===== config.mk =====
export PLATFORM = sky130hd
export DESIGN_NAME = rtrx_exec
export DESIGN_NICKNAME = d
export VERILOG_FILES = /design/src/rtrx_pkg.sv /design/src/rtrx_exec.sv
export SDC_FILE = /design/constraint.sdc
export NUM_CORES = 1
export LEC_CHECK = 0
export BUFFER_PORTS_ARGS = -buffer_cell sky130_fd_sc_hd__buf_4
export CORE_MARGIN = 8
export CORE_UTILIZATION = 45
export CTS_CLUSTER_DIAMETER = 150
export DETAILED_ROUTE_END_ITERATION = 10
export GPL_TIMING_DRIVEN = 1
export PLACE_DENSITY_LB_ADDON = 0.1
export SETUP_SLACK_MARGIN = 0.02
export SYNTH_ARGS = -nofsm -noshare
export SYNTH_HDL_FRONTEND = slang
export SYNTH_SLANG_ARGS = --single-unit

===== constraint.sdc =====
create_clock -name mclk -period 1.7 [get_ports mclk]
set_input_delay 0 -clock mclk [delete_from_list [all_inputs] [get_ports mclk]]
set_output_delay 0 -clock mclk [all_outputs]
set_load 0.02 [all_outputs]

===== src/rtrx_pkg.sv =====
// rtrx_pkg: opcodes, field positions and reset values for the
// register transfer and ram address execution slice.
// assumes 10-bit instruction words from program memory.
package rtrx_pkg;

	localparam int IW_W   = 10;
	localparam int NIB_W  = 4;
	localparam int EXT_W  = 8;
	localparam int DREG_W = 3;
	localparam int BANK_W = 2;
	localparam int STK_W  = 3;

	// single-word opcodes
	localparam logic [IW_W-1:0] OP_COPY_B_TO_ACC    = 10'h01e;
	localparam logic [IW_W-1:0] OP_COPY_ACC_TO_B    = 10'h00e;
	localparam logic [IW_W-1:0] OP_COPY_ROW_TO_ACC  = 10'h01f;
	localparam logic [IW_W-1:0] OP_COPY_ACC_TO_ROW  = 10'h00c;
	localparam logic [IW_W-1:0] OP_LOAD_EXT_FROM_PR = 10'h01a;
	localparam logic [IW_W-1:0] OP_SPLIT_EXT_TO_PR  = 10'h02a;
	localparam logic [IW_W-1:0] OP_LOAD_DREG        = 10'h029;
	localparam logic [IW_W-1:0] OP_READ_DREG        = 10'h051;
	localparam logic [IW_W-1:0] OP_READ_BANK        = 10'h053;
	localparam logic [IW_W-1:0] OP_READ_COL         = 10'h052;
	localparam logic [IW_W-1:0] OP_READ_STACK_INDEX = 10'h050;
	localparam logic [IW_W-1:0] OP_INCR_ROW_SKIP    = 10'h013;
	localparam logic [IW_W-1:0] OP_DECR_ROW_SKIP    = 10'h017;

	// load_bank_imm: 0x048..0x04b, immediate in the low two bits
	localparam logic [IW_W-1:0] OP_LOAD_BANK_BASE   = 10'h048;
	localparam int              BANK_IMM_LSB        = 0;

	// load_col_row_imm: top two bits 11
	localparam int              LXY_TAG_LSB         = 8;
	localparam logic [1:0]      LXY_TAG             = 2'h3;
	localparam int              COL_IMM_LSB         = 4;
	localparam int              ROW_IMM_LSB         = 0;

	// nibble halves of the ext register
	localparam int              EXT_HI_LSB          = 4;
	localparam int              EXT_LO_LSB          = 0;

	// row step, and the row wrap values that raise a skip
	localparam logic [NIB_W-1:0] ROW_INC_WRAP       = 4'h0;
	localparam logic [NIB_W-1:0] ROW_DEC_WRAP       = 4'hf;
	localparam logic [NIB_W-1:0] ROW_STEP           = 4'h1;

	// reset values
	localparam logic [NIB_W-1:0]  RST_NIB           = 4'h0;
	localparam logic [EXT_W-1:0]  RST_EXT           = 8'h00;
	localparam logic [DREG_W-1:0] RST_DREG          = 3'h0;
	localparam logic [BANK_W-1:0] RST_BANK          = 2'h0;

	typedef struct packed {
		logic [NIB_W-1:0]  acc;
		logic [NIB_W-1:0]  breg;
		logic [NIB_W-1:0]  row;
		logic [NIB_W-1:0]  col;
		logic [BANK_W-1:0] bank;
		logic [DREG_W-1:0] dreg;
		logic [EXT_W-1:0]  ext;
		logic              skip_pend;
		logic              lxy_last;
		logic              squashed;
		logic              handled;
	} rtrx_state_t;

endpackage : rtrx_pkg


===== src/rtrx_exec.sv =====
// rtrx_exec: executes transfer and ram address instructions in one
// cycle each. assumes the fetch unit presents one word per accepted
// cycle and the stack index comes from the call stack logic.
`timescale 1ns/1ns

module rtrx_exec (
	// clock and reset
	input  wire logic                        mclk,
	input  wire logic                        arst_n,
	input  wire logic                        ce,
	// instruction from program memory
	input  wire logic [rtrx_pkg::IW_W-1:0]   instr_word,
	input  wire logic                        instr_valid,
	// stack index from call stack logic
	input  wire logic [rtrx_pkg::STK_W-1:0]  stack_index,
	// carry flag passes by untouched
	input  wire logic                        carry_flag_in,
	output logic                             carry_flag,
	// architectural registers
	output logic [rtrx_pkg::NIB_W-1:0]       acc,
	output logic [rtrx_pkg::NIB_W-1:0]       breg,
	output logic [rtrx_pkg::NIB_W-1:0]       row,
	output logic [rtrx_pkg::NIB_W-1:0]       col,
	output logic [rtrx_pkg::BANK_W-1:0]      bank,
	output logic [rtrx_pkg::DREG_W-1:0]      dreg,
	output logic [rtrx_pkg::EXT_W-1:0]       ext,
	// sequencing status
	output logic                             skip_pending,
	output logic                             squashed,
	output logic                             handled
);
	import rtrx_pkg::*;

	rtrx_state_t st_r;
	rtrx_state_t st_nxt;

	// col/row decoding shared by the skip chain and the execute path, bank decoding by the execute path only
	function automatic logic is_col_row_load(
		input logic [IW_W-1:0] w
	);
		is_col_row_load = (w[IW_W-1:LXY_TAG_LSB] == LXY_TAG);
	endfunction : is_col_row_load

	function automatic logic is_bank_load(
		input logic [IW_W-1:0] w
	);
		is_bank_load = (w[IW_W-1:BANK_W] == OP_LOAD_BANK_BASE[IW_W-1:BANK_W]);
	endfunction : is_bank_load

	logic take;
	logic lxy_now;
	logic chain_skip;
	logic run;

	assign take       = ce & instr_valid;
	assign lxy_now    = is_col_row_load(instr_word);
	// a skipped column/row load still extends the chain
	assign chain_skip = st_r.lxy_last & lxy_now;
	assign run        = take & ~st_r.skip_pend & ~chain_skip;

	always_comb begin
		st_nxt          = st_r;
		st_nxt.squashed = 1'h0;
		st_nxt.handled  = 1'h0;
		if (take) begin
			st_nxt.lxy_last  = lxy_now;
			st_nxt.skip_pend = 1'h0;
			st_nxt.squashed  = st_r.skip_pend | chain_skip;
		end
		if (run) begin
			if (lxy_now) begin
				st_nxt.col     = instr_word[COL_IMM_LSB +: NIB_W];
				st_nxt.row     = instr_word[ROW_IMM_LSB +: NIB_W];
				st_nxt.handled = 1'h1;
			end else if (is_bank_load(instr_word)) begin
				st_nxt.bank    = instr_word[BANK_IMM_LSB +: BANK_W];
				st_nxt.handled = 1'h1;
			end else begin
				st_nxt.handled = 1'h1;
				case (instr_word)
				OP_COPY_B_TO_ACC: begin
					st_nxt.acc = st_r.breg;
				end
				OP_COPY_ACC_TO_B: begin
					st_nxt.breg = st_r.acc;
				end
				OP_COPY_ROW_TO_ACC: begin
					st_nxt.acc = st_r.row;
				end
				OP_COPY_ACC_TO_ROW: begin
					st_nxt.row = st_r.acc;
				end
				OP_LOAD_EXT_FROM_PR: begin
					st_nxt.ext = {st_r.breg, st_r.acc};
				end
				OP_SPLIT_EXT_TO_PR: begin
					st_nxt.breg = st_r.ext[EXT_HI_LSB +: NIB_W];
					st_nxt.acc  = st_r.ext[EXT_LO_LSB +: NIB_W];
				end
				OP_LOAD_DREG: begin
					// acc bit 3 is dropped on purpose
					st_nxt.dreg = st_r.acc[DREG_W-1:0];
				end
				OP_READ_DREG: begin
					st_nxt.acc = {1'h0, st_r.dreg};
				end
				OP_READ_BANK: begin
					st_nxt.acc = {2'h0, st_r.bank};
				end
				OP_READ_COL: begin
					st_nxt.acc = st_r.col;
				end
				OP_READ_STACK_INDEX: begin
					st_nxt.acc = {1'h0, stack_index};
				end
				OP_INCR_ROW_SKIP: begin
					st_nxt.row       = st_r.row + ROW_STEP;
					st_nxt.skip_pend = ((st_r.row + ROW_STEP) == ROW_INC_WRAP);
				end
				OP_DECR_ROW_SKIP: begin
					st_nxt.row       = st_r.row - ROW_STEP;
					st_nxt.skip_pend = ((st_r.row - ROW_STEP) == ROW_DEC_WRAP);
				end
				default: begin
					// word belongs to another execution slice
					st_nxt.handled = 1'h0;
				end
				endcase
			end
		end
	end

	// ce low freezes every field, pulses included
	always_ff @(posedge mclk or negedge arst_n) begin
		if (!arst_n) begin
			st_r.acc       <= RST_NIB;
			st_r.breg      <= RST_NIB;
			st_r.row       <= RST_NIB;
			st_r.col       <= RST_NIB;
			st_r.bank      <= RST_BANK;
			st_r.dreg      <= RST_DREG;
			st_r.ext       <= RST_EXT;
			st_r.skip_pend <= 1'h0;
			st_r.lxy_last  <= 1'h0;
			st_r.squashed  <= 1'h0;
			st_r.handled   <= 1'h0;
		end else if (ce) begin
			st_r <= st_nxt;
		end
	end

	// no instruction here writes carry
	assign carry_flag   = carry_flag_in;
	assign acc          = st_r.acc;
	assign breg         = st_r.breg;
	assign row          = st_r.row;
	assign col          = st_r.col;
	assign bank         = st_r.bank;
	assign dreg         = st_r.dreg;
	assign ext          = st_r.ext;
	assign skip_pending = st_r.skip_pend;
	assign squashed     = st_r.squashed;
	assign handled      = st_r.handled;

endmodule : rtrx_exec


==> results.json <==
{
  "grt_overflow": 0,
  "grt_pass1_vias": 1916,
  "ant_nets": 0,
  "period_minus_slack_ps": 1630,
  "yosysUniqueCellTypes": 49,
  "min_path_type": "input pin to output pin",
  "yosysWarnings": 0,
  "ys_seq_area_share_pct": 36.7,
  "crit_type": "flip-flop to flip-flop",
  "cp_slowest_cell": "mux4_2",
  "via_count": 1864,
  "cts_made_buffers": 5,
  "leakagePower_nw": 1.42,
  "synth_edf_count": 0,
  "slew_headroom_pct": 71.4,
  "path_max_fanout": 3,
  "status": "complete, no violations",
  "finalPower_mw": 2.03,
  "tightest_slew_ps": 429,
  "met2_usage_pct": 24.7,
  "critical_path_buf_inv_count": 0,
  "wl_per_cell_um": 16.0,
  "grt_busiest_layer": "met2",
  "cap_violations": 0,
  "die_h_um": 86.7,
  "clk_pin_slew_ps": 70,
  "syn_area_per_cell_sq_um": 10.2,
  "stdcell_count": 350,
  "synth_top_family_by_area": "simple AND/OR/NAND/NOR gates",
  "drive_gt1_share_pct": 48.8,
  "io_buffers": 48,
  "cts.sinks": 33,
  "fmax_ghz": 0.613,
  "syn_area_sq_um": 2250,
  "async_flop_share_pct": 100,
  "antenna_found_initial": 0,
  "synth_compound_area_share_pct": 11.9,
  "reg2reg_from": "bank[0]$_DFFE_PN0P_",
  "crit_arrival_ps": 1800,
  "startpoint": "bank[0]$_DFFE_PN0P_",
  "diodes": 0,
  "finalCritPeriodShare_pct": 95.9,
  "required_ps": 1870,
  "synth_top_area_share_pct": 36.7,
  "synthMuxAreaShare_pct": 15.8,
  "max_stage_delay_ps": 460,
  "cts.path.max_buffers": 2,
  "ios": 51,
  "die_w_um": 86.7,
  "vias_per_cell": 5.33,
  "ys_top_cells_by_area": "dfrtp_1 37%, mux2_2 12%, buf_4 10%",
  "nFillCells": 430,
  "grt_use_total_pct": 15.7,
  "wirelength_um": 5590,
  "synthFlopType": "dfrtp_1",
  "hp-start": "carry_flag_in",
  "dp_hpwl_um": 4310,
  "drt-initial-drc-count": 97,
  "finalInstanceArea_sq_um": 2890,
  "dp.cells": 335,
  "insertion_delay_ps": 280,
  "yosys.area_share.simple_pct": 18.5,
  "cts_root_buffer": "clkbuf_8",
  "grt_use_met1_pct": 19.9,
  "crit_path_cell_trace": "mux4_2 > and4_1 > a221o_1 > a21oi_2 > mux2i_1",
  "power_density_nw_per_um2": 701,
  "gp_congestion": 0.807,
  "final_nets": 303,
  "firstDrtPassIters": 4,
  "final_core_util_pct": 60.4,
  "rsz0062_at_grt": "true",
  "synth-adder-area-share_pct": 1.67,
  "place_area_sq_um": 2730,
  "core_area_sq_um": 4790,
  "use_met3_pct": 4.91,
  "ir_drop_v": 0.000596,
  "finClkSkew_ps": 3.46,
  "htreeDepth": 2,
  "syn_to_final_growth_pct": 28.3,
  "start_util_pct": 47.1,
  "grt_max_degree": 34,
  "die_area_sq_um": 7520,
  "cts_tree": "built",
  "yosys_register_bits": 33,
  "yosys.area.top_type": "dfrtp_1",
  "cp-start-kind": "flip-flop",
  "drc": 0,
  "finalHoldViolCount": 0,
  "std_cell_rows": 25,
  "finalSetupViolCount": 0,
  "slew_viol_final": 0,
  "grt_pass1_wl_um": 9370,
  "path_delay_family": "multiplexers",
  "synth-xor-area-share_pct": 2.33,
  "syn_nets": 241,
  "cp-end-kind": "flip-flop",
  "syn_inst": 220
}
## area by class of cell
cell class / instances / area, sq um / area share (%)
clock inverters: 3 / 17.5 / 0.606
inverters: 9 / 33.8 / 1.17
repair buffers: 93 / 708 / 24.5
well taps: 67 / 83.8 / 2.90
flip-flops and latches: 33 / 828 / 28.7
multi-input cells: 140 / 1150 / 39.8
clock buffers: 5 / 68.8 / 2.38
## synthesized netlist by cell type, drive strengths merged, types with 3 or more instances
cell type  instances
a21oi              4
a221o              3
a31oi              9
and4               3
buf               33
clkbuf             5
dfrtp             33
ha                 3
inv                9
mux2              24
mux2i              4
nand2             12
nand3              4
nand4              5
nor2              11
nor2b              3
nor3               9
o21ai             10
xnor2              4
## cell families (layout without fill, tap and decap cells)
group                    after synthesis  in the layout
flip-flops                            33             33
XOR/XNOR                               6              6
AND/OR/NAND/NOR                       62             62
adder cells (fa/ha/maj)                3              3
AO/OA/AOI/OAI                         39             39
multiplexers                          30             30
buffers and inverters                 47            110
## cell usage in the layout, fill, tap and decap left out, drive strengths merged, types with 2 or more instances in the layout
cell and count:
buf 89, dfrtp 33, mux2 24, nand2 12, nor2 11, o21ai 10, inv 9, a31oi 9
nor3 9, clkbuf 5, nand4 5, xnor2 4, mux2i 4, dlygate4sd3 4, nand3 4, a21oi 4
nor2b 3, a221o 3, ha 3, and4 3, nor4b 2, and3 2, mux4 2, a22o 2
a211o 2, xor2 2, clkinv 2, nor4 2
## flip-flops by register name, summed over array words and instances, names as in the netlist, 2 cells and up
register,flops
acc,4
bank,2
row,4
col,4
dreg,3
ext,8
breg,4
## metal layers
metal / wire, um / vias to the layer above
met2: 2550 / 48
li1: - / 904
met4: 80 / 0
met1: 2650 / 905
met3: 323 / 7
met5: 0 / -
## power breakdown
group          total [mW]  switching, mW  internal (mW)
logic               0.541          0.282          0.259
clock network       0.569          0.287          0.282
registers           0.917         0.0747          0.842
## per-stage QoR
step / TNS [ps] / hold slack [ps] / setup WS, ps
floorplan: 0 / -296 / 41.5
global placement: -299 / -27.3 / -48.5
detailed placement: -493 / -23.7 / -70.3
CTS: 0 / 0.149 / 30.9
global route: 0 / 0.120 / 0.457
finish: 0 / 0.167 / 69.9
## final timing paths
path	endpoint	slack (ps)	cells after the start
worst max-delay path	acc[0]$_DFFE_PN0P_	70	5
worst min-delay path	carry_flag	0.2	0
worst max register to register	acc[0]$_DFFE_PN0P_	70	5
worst min register to register	handled$_DFFE_PN0P_	510	1
max in group asynchronous	row[1]$_DFFE_PN0P_	1160	2
min in group asynchronous	col[1]$_DFFE_PN0P_	220	2
## what timing repair did
| action | 4_1_cts | 5_1_grt |
|---|---|---|
| hold buffers | 4 | 0 |
| gates resized for setup | 1 | 4 |
| endpoints found under the hold margin | 35 | 0 |
| endpoints found under the setup margin | 1 | 10 |
| pin swaps | 0 | 2 |
| buffers inserted | 1 | 2 |
Power figures use the tool's default switching activity.
